**config.mk**
```make
export PLATFORM = sky130hd
export DESIGN_NAME = segment_display_driver
export DESIGN_NICKNAME = d
export VERILOG_FILES = /design/src/seg_display_pkg.sv /design/src/seg_clock_prescaler.sv /design/src/seg_segment_memory.sv /design/src/segment_display_driver.sv
export VERILOG_INCLUDE_DIRS = /design/src /design/src/src
export SDC_FILE = /design/constraint.sdc
export NUM_CORES = 1
export LEC_CHECK = 0
export BUFFER_PORTS_ARGS = -buffer_cell sky130_fd_sc_hd__buf_2
export CORE_MARGIN = 2
export CORE_UTILIZATION = 55
export CTS_BUF_LIST = sky130_fd_sc_hd__clkbuf_16
export DETAILED_ROUTE_END_ITERATION = 10
export GPL_TIMING_DRIVEN = 0
export PLACE_DENSITY = 0.85
export SYNTH_ARGS = -nofsm -noshare
export SYNTH_HDL_FRONTEND = slang
export SYNTH_SLANG_ARGS = --single-unit
```
**constraint.sdc**
```tcl
create_clock -name core_clk_in -period 12.9 [get_ports core_clk_in]
set_input_delay 1.935 -clock core_clk_in [delete_from_list [all_inputs] [get_ports core_clk_in]]
set_output_delay 1.935 -clock core_clk_in [all_outputs]
set_load 0.005 [all_outputs]
```
**src/seg_display_params.svh**
```systemverilog
// constants of the segment display driver: reset values, dividers, layout
// assumes inclusion by name from the package and the design modules
`ifndef SEG_DISPLAY_PARAMS_SVH
`define SEG_DISPLAY_PARAMS_SVH

// oscillator divide at prescale code 000; each code step doubles it
`define SEG_BASE_DIVIDE    1024
`define SEG_DIV_WIDTH      17
// reset values of the captured controls
`define SEG_DUTY_RESET     2'h0
`define SEG_BIAS_RESET     1'h0
`define SEG_PRESCALE_RESET 3'h0
`define SEG_FP_EN_RESET    32'h0000_0000
// segment memory shape and nibble layout
`define SEG_MEM_DEPTH      16
`define SEG_MEM_ADDR_W     4
`define SEG_NIBBLE_W       4
`define SEG_FP_COUNT       32
`define SEG_BP_COUNT       4

`endif

```
**src/seg_display_pkg.sv**
```systemverilog
// types shared by the segment display driver modules
// assumes seg_display_params.svh on the include path
`include "seg_display_params.svh"

package seg_display_pkg;

  // drive level codes, v0 being driver ground and v3 the display supply
  typedef enum logic [1:0] {
    LEVEL_V0 = 2'b00,
    LEVEL_V1 = 2'b01,
    LEVEL_V2 = 2'b10,
    LEVEL_V3 = 2'b11
  } level_type;

  // duty field encoding
  typedef enum logic [1:0] {
    DUTY_QUARTER = 2'b00,
    DUTY_ONE     = 2'b01,
    DUTY_HALF    = 2'b10,
    DUTY_THIRD   = 2'b11
  } duty_type;

  // bias in force after duty and bias bit are combined
  typedef enum logic [1:0] {
    BIAS_FULL  = 2'b00,
    BIAS_HALF  = 2'b01,
    BIAS_THIRD = 2'b10
  } bias_type;

endpackage

```
**src/seg_clock_prescaler.sv**
```systemverilog
// display clock prescaler: one tick every 1024 << code oscillator cycles
// assumes one clock, halted by run_in low (counter then holds its value)
`timescale 1ns/1ns
`include "seg_display_params.svh"

module seg_clock_prescaler #(
  parameter int BASE_DIVIDE = `SEG_BASE_DIVIDE
) (
  input  wire logic       core_clk_in,
  input  wire logic       rst_in,
  input  wire logic       run_in,
  input  wire logic [2:0] prescale_in,
  output logic            tick_out
);

  logic [`SEG_DIV_WIDTH-1:0] count;
  logic [`SEG_DIV_WIDTH-1:0] limit;

  // divisor minus one for the selected code
  assign limit = `SEG_DIV_WIDTH'((BASE_DIVIDE << prescale_in) - 1);
  assign tick_out = run_in && (count >= limit);

  // free count, frozen while halted
  always_ff @(posedge core_clk_in or posedge rst_in) begin
    if (rst_in) begin
      count <= '0;
    end else if (tick_out) begin
      count <= '0;
    end else if (run_in) begin
      count <= count + 1'b1;
    end
  end

  chk_tick_spacing: assert property (@(posedge core_clk_in)
    disable iff (rst_in) tick_out |=> !tick_out [*2])
    else $error("prescaler ticks closer than its divisor");

endmodule // seg_clock_prescaler

```
**src/seg_segment_memory.sv**
```systemverilog
// 16-byte segment memory: bus port plus a flat view for the waveform logic
// assumes synchronous bus strobes; contents are left uninitialised at reset
`timescale 1ns/1ns
`include "seg_display_params.svh"

module seg_segment_memory (
  input  wire logic                       core_clk_in,
  input  wire logic                       rst_in,
  input  wire logic [`SEG_MEM_ADDR_W-1:0] addr_in,
  input  wire logic                       write_in,
  input  wire logic                       read_in,
  input  wire logic [7:0]                 wdata_in,
  output logic      [7:0]                 rdata_out,
  output logic      [127:0]               seg_bits_out
);

  logic [7:0] mem [`SEG_MEM_DEPTH];

  // bus write at any time, no reset of contents
  always_ff @(posedge core_clk_in) begin
    if (write_in) begin
      mem[addr_in] <= wdata_in;
    end
  end

  // registered read data, held between reads
  always_ff @(posedge core_clk_in or posedge rst_in) begin
    if (rst_in) begin
      rdata_out <= 8'h00;
    end else if (read_in) begin
      rdata_out <= mem[addr_in];
    end
  end

  // byte n carries frontplanes 2n (low nibble) and 2n+1 (high nibble)
  for (genvar b = 0; b < `SEG_MEM_DEPTH; b++) begin : g_view
    assign seg_bits_out[8*b +: 8] = mem[b];
  end

  chk_write_readback: assert property (@(posedge core_clk_in)
    disable iff (rst_in)
    (write_in ##1 (read_in && !write_in && addr_in == $past(addr_in)))
    |=> rdata_out == $past(wdata_in, 2))
    else $error("segment memory read does not return written byte");

endmodule // seg_segment_memory

```
**src/segment_display_driver.sv**
```systemverilog
// segment display driver: prescaler, backplane phase sequencer and
// frontplane/backplane level generation with low power handling
// assumes control inputs synchronous to core_clk_in; bias voltages are
// made outside from the 2-bit level codes, oe low means high impedance
`timescale 1ns/1ns
`include "seg_display_params.svh"

module segment_display_driver #(
  parameter int BASE_DIVIDE = `SEG_BASE_DIVIDE
) (
  input  wire logic        core_clk_in,
  input  wire logic        rst_in,
  input  wire logic        display_driver_enable_in,
  input  wire logic [31:0] frontplane_output_enable_in,
  input  wire logic        duty_select_high_in,
  input  wire logic        duty_select_low_in,
  input  wire logic        bias_select_in,
  input  wire logic [2:0]  display_clock_prescale_in,
  input  wire logic        stop_in_wait_in,
  input  wire logic        run_in_pseudo_stop_in,
  input  wire logic        wait_mode_in,
  input  wire logic        pseudo_stop_mode_in,
  input  wire logic        stop_mode_in,
  input  wire logic [3:0]  mem_addr_in,
  input  wire logic        mem_write_in,
  input  wire logic        mem_read_in,
  input  wire logic [7:0]  mem_wdata_in,
  output logic      [7:0]  mem_rdata_out,
  output logic      [7:0]  backplane_outputs_out,
  output logic      [3:0]  backplane_oe_out,
  output logic      [63:0] frontplane_outputs_out,
  output logic      [31:0] frontplane_oe_out
);

  // ---- decoding helpers ----
  // number of active backplanes for a duty code
  function automatic logic [2:0] bp_count(
    input seg_display_pkg::duty_type d
  );
    case (d)
      seg_display_pkg::DUTY_ONE:   bp_count = 3'd1;
      seg_display_pkg::DUTY_HALF:  bp_count = 3'd2;
      seg_display_pkg::DUTY_THIRD: bp_count = 3'd3;
      default:                     bp_count = 3'd4;
    endcase
  endfunction

  // bias actually applied for duty and bias bit
  function automatic seg_display_pkg::bias_type bias_of(
    input seg_display_pkg::duty_type d,
    input logic                      b
  );
    if (d == seg_display_pkg::DUTY_ONE) begin
      bias_of = seg_display_pkg::BIAS_FULL;
    end else if (d == seg_display_pkg::DUTY_HALF && !b) begin
      bias_of = seg_display_pkg::BIAS_HALF;
    end else begin
      bias_of = seg_display_pkg::BIAS_THIRD;
    end
  endfunction

  // backplane level: full swing when selected or at full bias, mid levels otherwise
  function automatic seg_display_pkg::level_type bp_level(
    input logic                      sel,
    input logic                      pol,
    input seg_display_pkg::bias_type bias
  );
    if (sel || bias == seg_display_pkg::BIAS_FULL) begin
      bp_level = pol ? seg_display_pkg::LEVEL_V0
                     : seg_display_pkg::LEVEL_V3;
    end else if (bias == seg_display_pkg::BIAS_HALF) begin
      bp_level = seg_display_pkg::LEVEL_V1;
    end else begin
      bp_level = pol ? seg_display_pkg::LEVEL_V2
                     : seg_display_pkg::LEVEL_V1;
    end
  endfunction

  // frontplane level: opposite of selected backplane when segment is on
  function automatic seg_display_pkg::level_type fp_level(
    input logic                      on,
    input logic                      pol,
    input seg_display_pkg::bias_type bias
  );
    if (on) begin
      fp_level = pol ? seg_display_pkg::LEVEL_V3
                     : seg_display_pkg::LEVEL_V0;
    end else if (bias == seg_display_pkg::BIAS_THIRD) begin
      fp_level = pol ? seg_display_pkg::LEVEL_V1
                     : seg_display_pkg::LEVEL_V2;
    end else begin
      fp_level = pol ? seg_display_pkg::LEVEL_V0
                     : seg_display_pkg::LEVEL_V3;
    end
  endfunction

  // ---- captured controls ----
  seg_display_pkg::duty_type duty;
  logic                      bias_bit;
  logic                      enable;
  logic [31:0]               fp_enable;
  logic [2:0]                prescale;
  logic                      stop_in_wait;
  logic                      run_in_pseudo_stop;

  // control capture with documented reset state
  always_ff @(posedge core_clk_in or posedge rst_in) begin
    if (rst_in) begin
      duty               <= seg_display_pkg::duty_type'(`SEG_DUTY_RESET);
      bias_bit           <= `SEG_BIAS_RESET;
      enable             <= 1'b0;
      fp_enable          <= `SEG_FP_EN_RESET;
      prescale           <= `SEG_PRESCALE_RESET;
      stop_in_wait       <= 1'b0;
      run_in_pseudo_stop <= 1'b0;
    end else begin
      duty <= seg_display_pkg::duty_type'(
                {duty_select_high_in, duty_select_low_in});
      bias_bit           <= bias_select_in;
      enable             <= display_driver_enable_in;
      fp_enable          <= frontplane_output_enable_in;
      prescale           <= display_clock_prescale_in;
      stop_in_wait       <= stop_in_wait_in;
      run_in_pseudo_stop <= run_in_pseudo_stop_in;
    end
  end

  // ---- mode decode ----
  logic                      driver_off;
  logic                      run;
  logic [2:0]                num_bp;
  seg_display_pkg::bias_type bias;
  logic                      tick;

  // low power shutdown: clocks held, state kept for resume
  assign driver_off = stop_mode_in
                   || (wait_mode_in && stop_in_wait)
                   || (pseudo_stop_mode_in && !run_in_pseudo_stop);
  assign run    = enable && !driver_off;
  assign num_bp = bp_count(duty);
  assign bias   = bias_of(duty, bias_bit);

  seg_clock_prescaler #(
    .BASE_DIVIDE (BASE_DIVIDE)
  ) u_prescaler (
    .core_clk_in (core_clk_in),
    .rst_in      (rst_in),
    .run_in      (run),
    .prescale_in (prescale),
    .tick_out    (tick)
  );

  // ---- segment memory ----
  logic [127:0] seg_bits;

  seg_segment_memory u_memory (
    .core_clk_in  (core_clk_in),
    .rst_in       (rst_in),
    .addr_in      (mem_addr_in),
    .write_in     (mem_write_in),
    .read_in      (mem_read_in),
    .wdata_in     (mem_wdata_in),
    .rdata_out    (mem_rdata_out),
    .seg_bits_out (seg_bits)
  );

  // ---- phase sequencer ----
  logic [1:0] phase;
  logic       polarity;
  logic       last_phase;

  assign last_phase = ({1'b0, phase} >= (num_bp - 3'd1));

  // one phase per display clock, polarity flips each frame
  always_ff @(posedge core_clk_in or posedge rst_in) begin
    if (rst_in) begin
      phase    <= 2'h0;
      polarity <= 1'b0;
    end else if (!enable) begin
      phase    <= 2'h0;
      polarity <= 1'b0;
    end else if (tick) begin
      if (last_phase) begin
        phase    <= 2'h0;
        polarity <= !polarity;
      end else begin
        phase <= phase + 2'h1;
      end
    end else if ({1'b0, phase} >= num_bp) begin
      // a duty change that leaves phase beyond the shrunken frame restarts it at once
      phase <= 2'h0;
    end
  end

  // ---- next pin levels ----
  logic [7:0]  next_bp_level;
  logic [3:0]  next_bp_oe;
  logic [63:0] next_fp_level;
  logic [31:0] next_fp_oe;

  // backplanes depend on phase, polarity, duty, bias and the enable and low power state
  for (genvar k = 0; k < `SEG_BP_COUNT; k++) begin : g_bp
    logic used;
    assign used = (k < num_bp);
    assign next_bp_oe[k] = enable && used;
    assign next_bp_level[2*k +: 2] = driver_off
      ? seg_display_pkg::LEVEL_V0
      : bp_level(phase == 2'(k), polarity, bias);
  end

  // frontplanes pick their nibble bit for the current phase
  for (genvar j = 0; j < `SEG_FP_COUNT; j++) begin : g_fp
    logic on;
    assign on = seg_bits[`SEG_NIBBLE_W*j + phase];
    assign next_fp_oe[j] = enable && fp_enable[j];
    assign next_fp_level[2*j +: 2] = driver_off
      ? seg_display_pkg::LEVEL_V0
      : fp_level(on, polarity, bias);
  end

  // registered pin outputs
  always_ff @(posedge core_clk_in or posedge rst_in) begin
    if (rst_in) begin
      backplane_outputs_out  <= 8'h00;
      backplane_oe_out       <= 4'h0;
      frontplane_outputs_out <= 64'h0;
      frontplane_oe_out      <= 32'h0;
    end else begin
      backplane_outputs_out  <= next_bp_level;
      backplane_oe_out       <= next_bp_oe;
      frontplane_outputs_out <= next_fp_level;
      frontplane_oe_out      <= next_fp_oe;
    end
  end

  // ---- checks ----
  chk_unused_bp_off: assert property (@(posedge core_clk_in)
    disable iff (rst_in)
    (duty == seg_display_pkg::DUTY_HALF) |=> (backplane_oe_out[3:2] == 2'b00))
    else $error("unused backplane driven at half duty");

  chk_fp_gated: assert property (@(posedge core_clk_in)
    disable iff (rst_in) !enable |=> (frontplane_oe_out == 32'h0))
    else $error("frontplane driven while global enable clear");

  chk_fp_appears: assert property (@(posedge core_clk_in)
    disable iff (rst_in)
    (enable && fp_enable[5]) |=> frontplane_oe_out[5])
    else $error("enabled frontplane not driven");

  chk_lowpower_ground: assert property (@(posedge core_clk_in)
    disable iff (rst_in)
    driver_off |=> (frontplane_outputs_out == 64'h0
                    && backplane_outputs_out == 8'h00))
    else $error("pins not grounded in low power mode");

  chk_phase_range: assert property (@(posedge core_clk_in)
    disable iff (rst_in)
    (enable && $stable(duty)) |=> ({1'b0, phase} < num_bp || $changed(duty)))
    else $error("phase beyond active backplanes");

  chk_frame_wrap: assert property (@(posedge core_clk_in)
    disable iff (rst_in)
    (enable && tick && last_phase) |=> (phase == 2'h0
                                        && polarity != $past(polarity)))
    else $error("frame did not wrap with polarity change");

  chk_on_segment: assert property (@(posedge core_clk_in)
    disable iff (rst_in)
    (!driver_off && seg_bits[phase]) |=>
      (frontplane_outputs_out[1:0] == ($past(polarity) ? 2'b11 : 2'b00)))
    else $error("on segment level wrong");

  chk_off_segment: assert property (@(posedge core_clk_in)
    disable iff (rst_in)
    (!driver_off && !seg_bits[phase]
     && bias == seg_display_pkg::BIAS_THIRD) |=>
      (frontplane_outputs_out[1:0] inside {2'b01, 2'b10}))
    else $error("off segment level wrong at third bias");

  chk_bias_full: assert property (@(posedge core_clk_in)
    disable iff (rst_in)
    (duty == seg_display_pkg::DUTY_ONE)
    |=> (frontplane_outputs_out[1:0] inside {2'b00, 2'b11}))
    else $error("single backplane duty without full bias");

endmodule // segment_display_driver

```
# Yosys cells after proc, flatten, opt, wreduce, memory -nomap -nowiden
# Memories as Yosys holds them, arrays and structs flattened. A register that Yosys moved wholly into a read port is not among the register bits.
# Index checks and enable logic that the tools add are counted.
# totals
regBits	169
ramBits	128
in_bits	60
output_inout_bits	116
wordCells	312
memories	1
# memory_table
memory	depth	word_bits	rd	rd_clocked_by_memory_dff	wr	line	source
u_memory.mem	16	8	17	1	1	seg_segment_memory.sv:17	logic [7:0] mem [`SEG_MEM_DEPTH];
# classes
add_sub_neg	35
n_lt_le_gt_ge	39
eq_ne	11
shifts	1
muxes	156
n_reduce_logical	55
# op_table
operator	count
1-bit binary-select mux with 7-bit select	31
2-bit 2-to-1 mux	84
7-bit by 2-bit adder with 8-bit output (first input constant)	16
8-bit < comparator (second input constant)	16
7-bit by 8-bit < comparator with 1-bit output (second input constant)	8
6-bit by 2-bit adder with 7-bit output (first input constant)	8
1-bit logical AND	41
1-bit 2-to-1 mux	37
17-bit 2-to-1 mux	2
6-bit by 8-bit < comparator with 1-bit output (second input constant)	4
5-bit by 2-bit adder with 6-bit output (first input constant)	4
17-bit by 1-bit adder with 17-bit output (second input constant)	1
17-bit greater-or-equal comparator	1
11-bit by 3-bit << shifter with 17-bit output (first input constant)	1
17-bit by 2-bit subtractor with 17-bit output (second input constant)	1
5-bit by 8-bit < comparator with 1-bit output (second input constant)	2
4-bit by 2-bit adder with 5-bit output (first input constant)	2
2-bit equality test (second input constant)	5
3-bit one-hot mux with 3 select lines	1
2-bit by 8-bit < comparator with 1-bit output (second input constant)	1
4-bit by 8-bit < comparator with 1-bit output (second input constant)	1
2-bit by 1-bit equality test with 1-bit output (second input constant)	3
2-bit by 3-bit greater-or-equal comparator with 1-bit output	2
1-bit logical OR	6
other kinds (12)	19

# Logic depth before layout (Yosys ltp)
# Gate-level depths: netlist of the first run.
# logic_depth
ltp_word	8
depth_mapped	14
depth_no_buf	12

# By module
# A second synthesis of the first run with hierarchy kept.
# unflattened
hier_cells	909
hier_area_um2	13203.9
# by_module_without_submodules
module	instances	cells_per_inst	area_per_inst_um2	seq_area_each_um2
segment_display_driver	1	481	6642.6	3803.6
seg_segment_memory	1	310	5408.9	4043.9
seg_clock_prescaler	1	118	1152.4	425.4

# Worst setup path before layout of the first run
# OpenSTA, ideal clock, no wires.
# synth_path
kind	in2reg
start	in mem_addr_in[3]
end	mem u_memory.mem[0][0] (enable)
setup_time_ns	0.383
t_arrival_ns	3.160
t_required_ns	12.517
slack_ns	9.356
stages	3
path_buffers	1
cell_sequence	clkbuf_1 or3b_1 nor3_1
# synth_rtl
item	line	source
from (decl)	segment_display_driver.sv:24	input wire logic [3:0] mem_addr_in,
to (decl)	seg_segment_memory.sv:17	
# Straight into the memory's write port.

# Final worst setup path of the first run
# layout_path
start	in mem_addr_in[1]
end	mem u_memory.mem[3][0] (enable)
# Straight into the memory's write port.

==> results.py, run 1 <==
metrics = {
    "synth": {
        "synth_fp_nets": 917,
        "syn_area_per_cell_um2": 15.0,
        "synth_warnings": 0,
        "seq_area_frac_synth_pct": 66.3,
        "postSynthCellCount": 832,
        "ys_seq_elements": 305,
        "synthArstFlopShare_pct": 58.0,
        "syn-cell-area_um2": 12500,
        "synth.distinct_cells": 46,
        "synth_edf_count": 128,
        "dominantRegCellSynth": "dfrtp_1",
    },
    "timing": {
        "fmax_ghz": 0.293,
        "slew_violations": 0,
        "finalHoldViolCount": 0,
        "period_share_pct": 26.4,
        "worst_slew_pin_slew_ns": 1.28,
        "fin_crit_ns": 3.41,
        "fin_tns_setup_ns": 0,
        "setup_viol": 0,
        "rsz0062_at_grt": "false",
        "clock_skew_ns": 0.0124,
        "slew_headroom_pct": 13.7,
    },
    "clock_network": {
        "clk_latency_ns": 0.54,
        "cts-root-buf": "clkbuf_16",
        "cts_tree": "done",
        "clkTransAtPathRegs_ns": 0.06,
        "htreeDepth": 1,
        "cts_resized": 0,
        "cts.sinks": 305,
        "hold_buffers": 0,
        "post_cts.repair.setup_buffers": 0,
        "cts_buffers": 29,
        "clockBufferDepth": 3,
    },
    "pwr": {
        "p_total_w": 0.00200,
        "ir_worst_vdd_mv": 0.0818,
        "leakagePower_nw": 6.19,
        "power.density_nw_per_um2": 137,
    },
    "worst_setup_path": {
        "cp_top_family": "simple AND/OR/NAND/NOR gates",
        "cpPeakStageDelay_ns": 0.65,
        "required_ns": 13.07,
        "crit_fanout": 10,
        "criticalPathCategory": "in2reg",
        "crit_path_cell_trace": "buf_2 -> buf_1 -> nand2_1 -> nor2_1",
        "end_kind": "flop",
        "r2r_cells": 13,
        "start_kind": "input port",
        "cp_slowest_cell": "nor2_1",
        "path_depth": 4,
        "cp_num_buf_inv": 2,
        "arrival_ns": 3.58,
    },
    "routing": {
        "routed_wl_um": 30300,
        "drt_iter0_markers": 817,
        "via_per_inst": 6.00,
        "dr.pass1.iters": 5,
        "wire_per_inst_um": 22.6,
        "vias": 8068,
        "drtAntennaViolNets": 0,
        "drc": 0,
    },
    "status": {
        "status": "completed",
    },
    "min_path": {
        "hp-class": "reg2reg",
        "whs_path_depth": 1,
    },
    "grt": {
        "overflow": 0,
        "antenna_found_initial": 0,
        "grt_pass1_wl_um": 46700,
        "gr-usage-all-layers_pct": 25.6,
        "grt_max_degree": 134,
        "grt_pass1_vias": 8196,
    },
    "cells_and_area": {
        "fin_nets": 1121,
        "syn2layout_area_growth_pct": 17.0,
        "drive_above_1_share_pct": 29.4,
    },
    "floorplanning": {
        "rows": 55,
        "io_pins": 176,
        "initial_utilization_pct": 55.7,
        "die_w_um": 155,
        "dieArea_um2": 23900,
        "core_um2": 22400,
        "dieHeight_um": 155,
    },
    "place": {
        "dp_hpwl_um": 21500,
        "globalplace.congestion": 0.942,
        "port_buffers": 172,
    },
    "job": {
        "maxCapViolCount": 0,
    },
}
-- cell usage in the layout, fill, tap and decap left out, drive strengths merged, types with 2 or more instances in the layout --
master    instances
o21ai            23
and4              2
a22oi             8
nand3            11
nand2b            2
nor2b             3
nor3              7
nor2            110
ha               25
clkbuf           62
dfrtp           177
edfxtp          128
or2               2
clkinv           11
a211oi           66
nand3b            3
and3              3
nand2            18
a21oi            15
xor2             15
buf             193
mux2             16
clkinvlp          3
mux4             64
and2             36
o21a              2
mux2i             2
inv              29
nand4            10
-- cells by family (layout without fill, tap and decap cells) --
logic type                 after synthesis  count (layout)  synth area share, %
DFF                                    305             305                 66.3
other                                    0               1                    0
and+or+nand+nor                        210             210                 7.89
adders and majority gates               25              25                 2.51
AOI/OAI and AO/OA                      121             121                 6.63
muxes                                   82              82                 13.1
xor gates and xnor gates                16              16                 1.12
buffers and inverters                   73             299                 2.45
-- synth_stat cells (all sizes together) (2+ instances only) --
cell type  count  area (um2)
dfrtp        177        4430
edfxtp       128        3840
nor2         110         413
a211oi        66         500
mux4          64        1440
and2          36         225
clkbuf        33         125
ha            25         313
o21ai         23         119
buf           20         106
inv           20        75.1
nand2         18        67.6
mux2          16         180
a21oi         15        75.1
xor2          15         131
nand3         11        55.1
nand4         10        62.6
a22oi          8        60.1
nor3           7        35.0
and3           3        18.8
nand3b         3        22.5
nor2b          3        18.8
and4           2        17.5
mux2i          2        20.0
nand2b         2        12.5
o21a           2        15.0
or2            2        12.5
-- cell type report --
class / instances / area [um2]
tap: 285 / 357
sequential: 305 / 8270
antenna: 1 / 2.50
timing repair buffer: 173 / 888
buffer: 53 / 231
multi-input combinational: 454 / 3910
clock buffer: 29 / 726
clock inverter: 24 / 139
fill: 1512 / 7820
inverter: 20 / 82.6
-- through the flow --
stage	worst slack [ns]	utilization, %	std cells	area [um2]	hold WS (ns)
after floorplan	6.16	-	832	12500	0.434
after global placement	4.59	61.1	1289	13700	0.437
after detailed placement	8.80	61.2	1290	13700	0.440
after CTS	9.31	65.1	1343	14600	0.453
after global routing	9.27	65.1	1343	14600	0.471
final	9.49	65.1	1344	14600	0.453
-- flip-flops by register name (all words and copies together), names as in the netlist --
name	flops
duty	2
bias_bit	1
fp_enable	32
polarity	1
frontplane_outputs_out	64
enable	1
prescale	3
stop_in_wait	1
phase	2
backplane_oe_out	4
u_prescaler.count	17
u_memory.rdata_out	8
backplane_outputs_out	8
u_memory.mem	128
run_in_pseudo_stop	1
frontplane_oe_out	32
-- worst reg2reg max path, cell delays in order, from the launching register on --
cell and delay (ns):
dfrtp_1 0.43, or3_1 0.41, ha_1 0.19, clkbuf_1 0.17, xor2_1 0.18, nor2_1 0.12, a21oi_1 0.07, ha_1 0.34
nand4_1 0.14, nor3_1 0.33, nand3_1 0.26, o21ai_2 0.24, buf_2 0.29, nor2_1 0.08
-- layer usage --
| metal | wire, um | GRT usage (%) | part of all wire, % |
|---|---|---|---|
| met1 | 11600 | 33.5 | 38 |
| met3 | 3060 | 6.11 | 10 |
| met4 | 871 | 8.38 | 2.9 |
| met5 | 0 | 0 | 0 |
| met2 | 14900 | 42.9 | 49 |
-- final timing paths --
check                                             end  slack (ns)           start
max                                u_memory.mem[3][0]        9.49  mem_addr_in[1]
min reg2reg                     frontplane_oe_out[14]        0.45   fp_enable[14]
max in group asynchronous  frontplane_outputs_out[56]       10.58          rst_in
min in group asynchronous       frontplane_oe_out[22]        1.39          rst_in
max reg2reg                      u_prescaler.count[8]        9.53     prescale[2]
min                             frontplane_oe_out[14]        0.45   fp_enable[14]
-- where the power goes --
part | switching [W] | leakage [nW] | internal, W | total, W
Clock | 0.000347 | 0.450 | 0.000427 | 0.000774
Sequential | 0.0000178 | 3.44 | 0.00105 | 0.00107
Combinational | 0.0000950 | 2.31 | 0.0000620 | 0.000157
Note: power is estimated with default switching activity, not from simulation.
==> run 2: changes to the inputs <==
- clock period: 12.9 -> 3.55 ns (I/O delays scaled with it)
==> results.py, run 2 (synthesized netlist as in run 1, its figures left out) <==
metrics = {
    "worst_setup_path": {
        "criticalPathCategory": "reg2reg",
        "crit_path_cell_trace": "or3_1 -> ha_1 -> clkbuf_1 -> nor3_1 -> a21oi_1 -> o21a_1 -> ha_1 -> nand4_1 -> a21oi_1 -> nor2_1 -> o21ai_2 -> clkbuf_4 -> nor2_1",
        "required_ns": 3.97,
        "r2r_slack_ns": 0.21,
        "start_kind": "flop",
        "cpPeakStageDelay_ns": 0.44,
        "arrival_ns": 3.77,
        "cp_top_family": "simple AND/OR/NAND/NOR gates",
        "end_kind": "flop",
        "crit_fanout": 10,
        "cp_num_buf_inv": 2,
        "cp_slowest_cell": "dfrtp_1",
    },
    "routing": {
        "drt_iter0_markers": 1033,
        "drtAntennaViolNets": 0,
        "drc": 0,
        "routed_wl_um": 31800,
        "via_per_inst": 6.08,
        "wire_per_inst_um": 23.6,
        "vias": 8190,
        "dr.pass1.iters": 5,
    },
    "min_path": {
        "hp-class": "in2reg",
    },
    "place": {
        "dp_hpwl_um": 22200,
        "globalplace.congestion": 0.956,
        "dpl_cell_area_um2": 13800,
        "port_buffers": 172,
    },
    "clock_network": {
        "cts-root-buf": "clkbuf_16",
        "clockBufferDepth": 3,
        "post_cts.repair.setup_buffers": 0,
        "cts.sinks": 305,
        "cts_tree": "done",
        "htreeDepth": 1,
        "cts_buffers": 29,
        "clkTransAtPathRegs_ns": 0.06,
        "clk_latency_ns": 0.55,
    },
    "cells_and_area": {
        "fin_nets": 1125,
        "final_area_um2": 14700,
        "drive_above_1_share_pct": 30.4,
        "diodes": 0,
        "syn2layout_area_growth_pct": 18.0,
        "multi_input_area_um2": 3910,
        "top_regs": "u_memory.mem: 128 flops, frontplane_outputs_out: 64 flops",
        "n_fill_cell": 1508,
        "final_cell_mix": "buf_2 (178), dfrtp_1 (177), edfxtp_1 (128), nor2_1 (110), a211oi_1 (65)",
        "seq_area_um2": 8270,
        "largest_register": "u_memory.mem",
        "largest_reg_flops": 128,
        "final_common_cell": "buf_2",
    },
    "floorplanning": {
        "initial_utilization_pct": 55.7,
        "io_pins": 176,
        "rows": 55,
        "core_um2": 22400,
        "dieArea_um2": 23900,
        "dieHeight_um": 155,
        "die_w_um": 155,
    },
    "job": {
        "maxCapViolCount": 0,
    },
    "timing": {
        "slew_violations": 0,
        "fin_crit_ns": 3.34,
        "slew_headroom_pct": 18.5,
        "worst_slew_pin_slew_ns": 1.21,
        "clock_skew_ns": 0.0164,
        "fin_tns_setup_ns": 0,
        "finalHoldViolCount": 0,
        "rsz0062_at_grt": "false",
        "setup_viol": 0,
        "fmax_ghz": 0.299,
        "period_share_pct": 94.2,
    },
    "grt": {
        "grt_pass1_vias": 8637,
        "overflow": 0,
        "grt_max_degree": 47,
        "grt_pass1_wl_um": 49400,
        "antenna_found_initial": 0,
        "gr-usage-all-layers_pct": 27.0,
    },
    "pwr": {
        "power.density_nw_per_um2": 508,
        "leakagePower_nw": 6.26,
        "ir_worst_vdd_mv": 0.411,
    },
    "status": {
        "status": "completed",
    },
}
==> run 2: cell types whose count changed in the layout (fill, tap and decap cells not counted), sizes merged <==
| cell | before | now |
|---|---|---|
| buf | 193 | 195 |
| bufinv | 1 | 3 |
| clkbuf | 62 | 64 |
| clkinvlp | 3 | 1 |
| diode | 1 | 0 |
| dlygate4sd3 | 0 | 1 |
| inv | 29 | 28 |
==> run 2: final timing paths <==
check | startpoint | end | cells after the start
setup / recovery | prescale[2] | u_prescaler.count[16] | 13
hold / removal | frontplane_output_enable_in[26] | fp_enable[26] | 1
setup reg to reg | prescale[2] | u_prescaler.count[16] | 13
hold reg to reg | fp_enable[1] | frontplane_oe_out[1] | 1
max in group asynchronous | rst_in | frontplane_outputs_out[15] | 6
min in group asynchronous | rst_in | fp_enable[13] | 3
==> run 2: final cells by class <==
| class | count | area share, % |
|---|---|---|
| Sequential cell | 305 | 56.1 |
| Multi-Input combinational cell | 454 | 26.5 |
| Timing Repair Buffer | 177 | 6.45 |
| Clock buffer | 30 | 5.09 |
| Tap cell | 285 | 2.42 |
| Buffer | 53 | 1.59 |
| Clock inverter | 23 | 1.24 |
| Inverter | 20 | 0.535 |
==> run 2: routing by layer <==
metal | GRT usage, % | part of all wire (%)
met1 | 33.5 | 36
met2 | 46.6 | 50
met3 | 7.14 | 11
met4 | 9.17 | 3.2
met5 | 0 | 0
==> run 2: what timing repair did <==
item                                    CTS  global route
hold buffers                              1             0
hold endpoints to repair                 15             0
endpoints found under the setup margin    0             2
resized for setup                         0             1
==> run 2: per-stage QoR <==
stage	instances	setup slack, ns	power (W)	hold WS [ns]	util [%]
final	1347	0.206	0.00749	0.0873	65.7
after global placement	1289	-0.146	0.00449	0.437	61.1
after global routing	1347	0.0163	0.00773	0.0734	65.7
after CTS	1347	0.215	0.00752	0.0768	65.7
after detailed placement	1293	0.283	0.00452	0.440	61.5
after floorplan	832	0.714	0.00426	0.434	-
==> run 2: power breakdown <==
group	leakage (nW)	total (W)	switching [W]	internal (W)
Clock	0.496	0.00302	0.00127	0.00174
Combinational	2.33	0.000585	0.000353	0.000232
Sequential	3.44	0.00389	0.0000691	0.00382
Total	6.26	0.00749	0.00170	0.00580
==> run 3: changes to the inputs <==
- CORE_UTILIZATION: 55 -> 57
- PLACE_DENSITY: 0.85 -> 0.87
==> results.py, run 3 (synthesized netlist as in run 1, its figures left out) <==
metrics = {
    "timing": {
        "fin_crit_ns": 3.35,
        "fin_tns_setup_ns": 0,
        "slew_headroom_pct": 10.2,
        "rsz0062_at_grt": "false",
        "worst_slew_pin_slew_ns": 1.34,
        "finalHoldViolCount": 0,
        "slew_violations": 0,
        "clock_skew_ns": 0.0148,
        "fin_ws_ns": 0.200,
        "period_share_pct": 94.4,
        "setup_viol": 0,
        "fmax_ghz": 0.299,
    },
    "place": {
        "globalplace.congestion": 0.957,
        "dpl_cell_area_um2": 13800,
        "port_buffers": 172,
        "dp_hpwl_um": 21500,
        "place_ws_ns": 0.189,
    },
    "cells_and_area": {
        "largest_reg_flops": 128,
        "final_common_cell": "buf_2",
        "final_core_util_pct": 68.4,
        "fin_nets": 1125,
        "drive_above_1_share_pct": 30.5,
        "diodes": 0,
        "top_regs": "u_memory.mem: 128 flops, frontplane_outputs_out: 64 flops",
        "largest_register": "u_memory.mem",
        "final_area_um2": 14800,
        "final_cell_mix": "buf_2 (179), dfrtp_1 (177), edfxtp_1 (128), nor2_1 (109), a211oi_1 (65)",
        "syn2layout_area_growth_pct": 18.9,
    },
    "worst_setup_path": {
        "cpPeakStageDelay_ns": 0.43,
        "path_depth": 13,
        "required_ns": 3.98,
        "r2r-end": "u_prescaler.count[8]",
        "criticalPathCategory": "reg2reg",
        "cp_top_family": "simple AND/OR/NAND/NOR gates",
        "startpoint": "prescale[2]",
        "cp_num_buf_inv": 2,
        "cp_slowest_cell": "dfrtp_1",
        "crit_path_end": "u_prescaler.count[8]",
        "crit_fanout": 10,
        "r2r_start": "prescale[2]",
        "r2r_slack_ns": 0.20,
        "end_kind": "flop",
        "arrival_ns": 3.78,
        "r2r_cells": 13,
        "start_kind": "flop",
        "crit_path_cell_trace": "or3_1 -> ha_1 -> clkbuf_1 -> nor3_1 -> a21oi_1 -> o21a_1 -> ha_1 -> nand4_1 -> nor3_1 -> nand3_2 -> o21ai_4 -> buf_2 -> nor2_1",
    },
    "routing": {
        "vias": 8190,
        "dr.pass1.iters": 5,
        "routed_wl_um": 30300,
        "drtAntennaViolNets": 0,
        "wire_per_inst_um": 22.6,
        "drc": 0,
        "via_per_inst": 6.10,
        "drt_iter0_markers": 842,
    },
    "pwr": {
        "ir_worst_vdd_mv": 0.320,
        "p_comb_share_pct": 7.5,
        "power.switching_w": 0.00173,
        "switching_share_pct": 22.2,
        "p_total_w": 0.00778,
        "power_frac_clock_pct": 42.6,
        "p_int_w": 0.00605,
        "p_seq_share_pct": 49.9,
        "power.density_nw_per_um2": 524,
        "leakagePower_nw": 6.28,
    },
    "clock_network": {
        "htreeDepth": 1,
        "cts_tree": "done",
        "clk_latency_ns": 0.55,
        "cts-root-buf": "clkbuf_16",
        "clkTransAtPathRegs_ns": 0.07,
        "cts_buffers": 29,
        "cts.sinks": 305,
        "post_cts.repair.setup_buffers": 0,
        "clockBufferDepth": 3,
    },
    "status": {
        "status": "completed",
    },
    "floorplanning": {
        "initial_utilization_pct": 57.6,
        "dieArea_um2": 23100,
        "io_pins": 176,
        "rows": 54,
        "die_w_um": 152,
        "core_um2": 21700,
        "dieHeight_um": 152,
    },
    "min_path": {
        "whs_path_depth": 1,
        "hp-class": "in2reg",
    },
    "grt": {
        "grt_pass1_wl_um": 47500,
        "antenna_found_initial": 0,
        "gr-usage-all-layers_pct": 26.3,
        "grt_max_degree": 46,
        "overflow": 0,
        "grt_pass1_vias": 8392,
    },
    "job": {
        "maxCapViolCount": 0,
    },
}
## run 3: worst min path at each step
| stage | start | to | slack, ns |
|---|---|---|---|
| finish | frontplane_output_enable_in[22] | fp_enable[22] | 0.08 |
| global route | frontplane_output_enable_in[2] | fp_enable[2] | 0.07 |
| global placement | fp_enable[14] | frontplane_oe_out[14] | 0.44 |
| detailed placement | fp_enable[18] | frontplane_oe_out[18] | 0.44 |
| CTS | frontplane_output_enable_in[22] | fp_enable[22] | 0.06 |
| floorplan | fp_enable[0] | frontplane_oe_out[0] | 0.43 |
## run 3: timing repair
action,in CTS,in global routing
endpoints found under the hold margin,17,0
hold buffers,1,0
resized for setup,0,3
endpoints found under the setup margin,0,10
## run 3: area by class of cell
cell class,count,area [um2]
buffer,53,231
clock buffer,29,726
clock inverter,25,309
fill,1402,6850
inverter,20,78.8
multi-input combinational,454,3920
sequential,305,8270
tap,280,350
timing repair buffer,177,951
## run 3: power groups by stage
stage               combinational (W)  sequential (W)  clock, W
floorplan                    0.000314         0.00395         0
global placement             0.000536         0.00395         0
detailed placement           0.000570         0.00395         0
CTS                          0.000579         0.00388   0.00335
global route                 0.000635         0.00390   0.00351
finish                       0.000582         0.00389   0.00331
## run 3: layer usage
metal  wire length [um]  up-vias  track usage, %
met5                  0        -               0
li1                   -     3500               -
met4                973        0            9.08
met2              14800      528            43.5
met3               3040       67            5.33
met1              11500     4095            35.4
## run 3: through the flow
stage | std cells | hold slack (ns)
2_1_floorplan | 832 | 0.434
3_3_place_gp | 1284 | 0.436
3_5_place_dp | 1288 | 0.439
4_1_cts | 1343 | 0.0646
5_1_grt | 1343 | 0.0694
6_report | 1343 | 0.0821
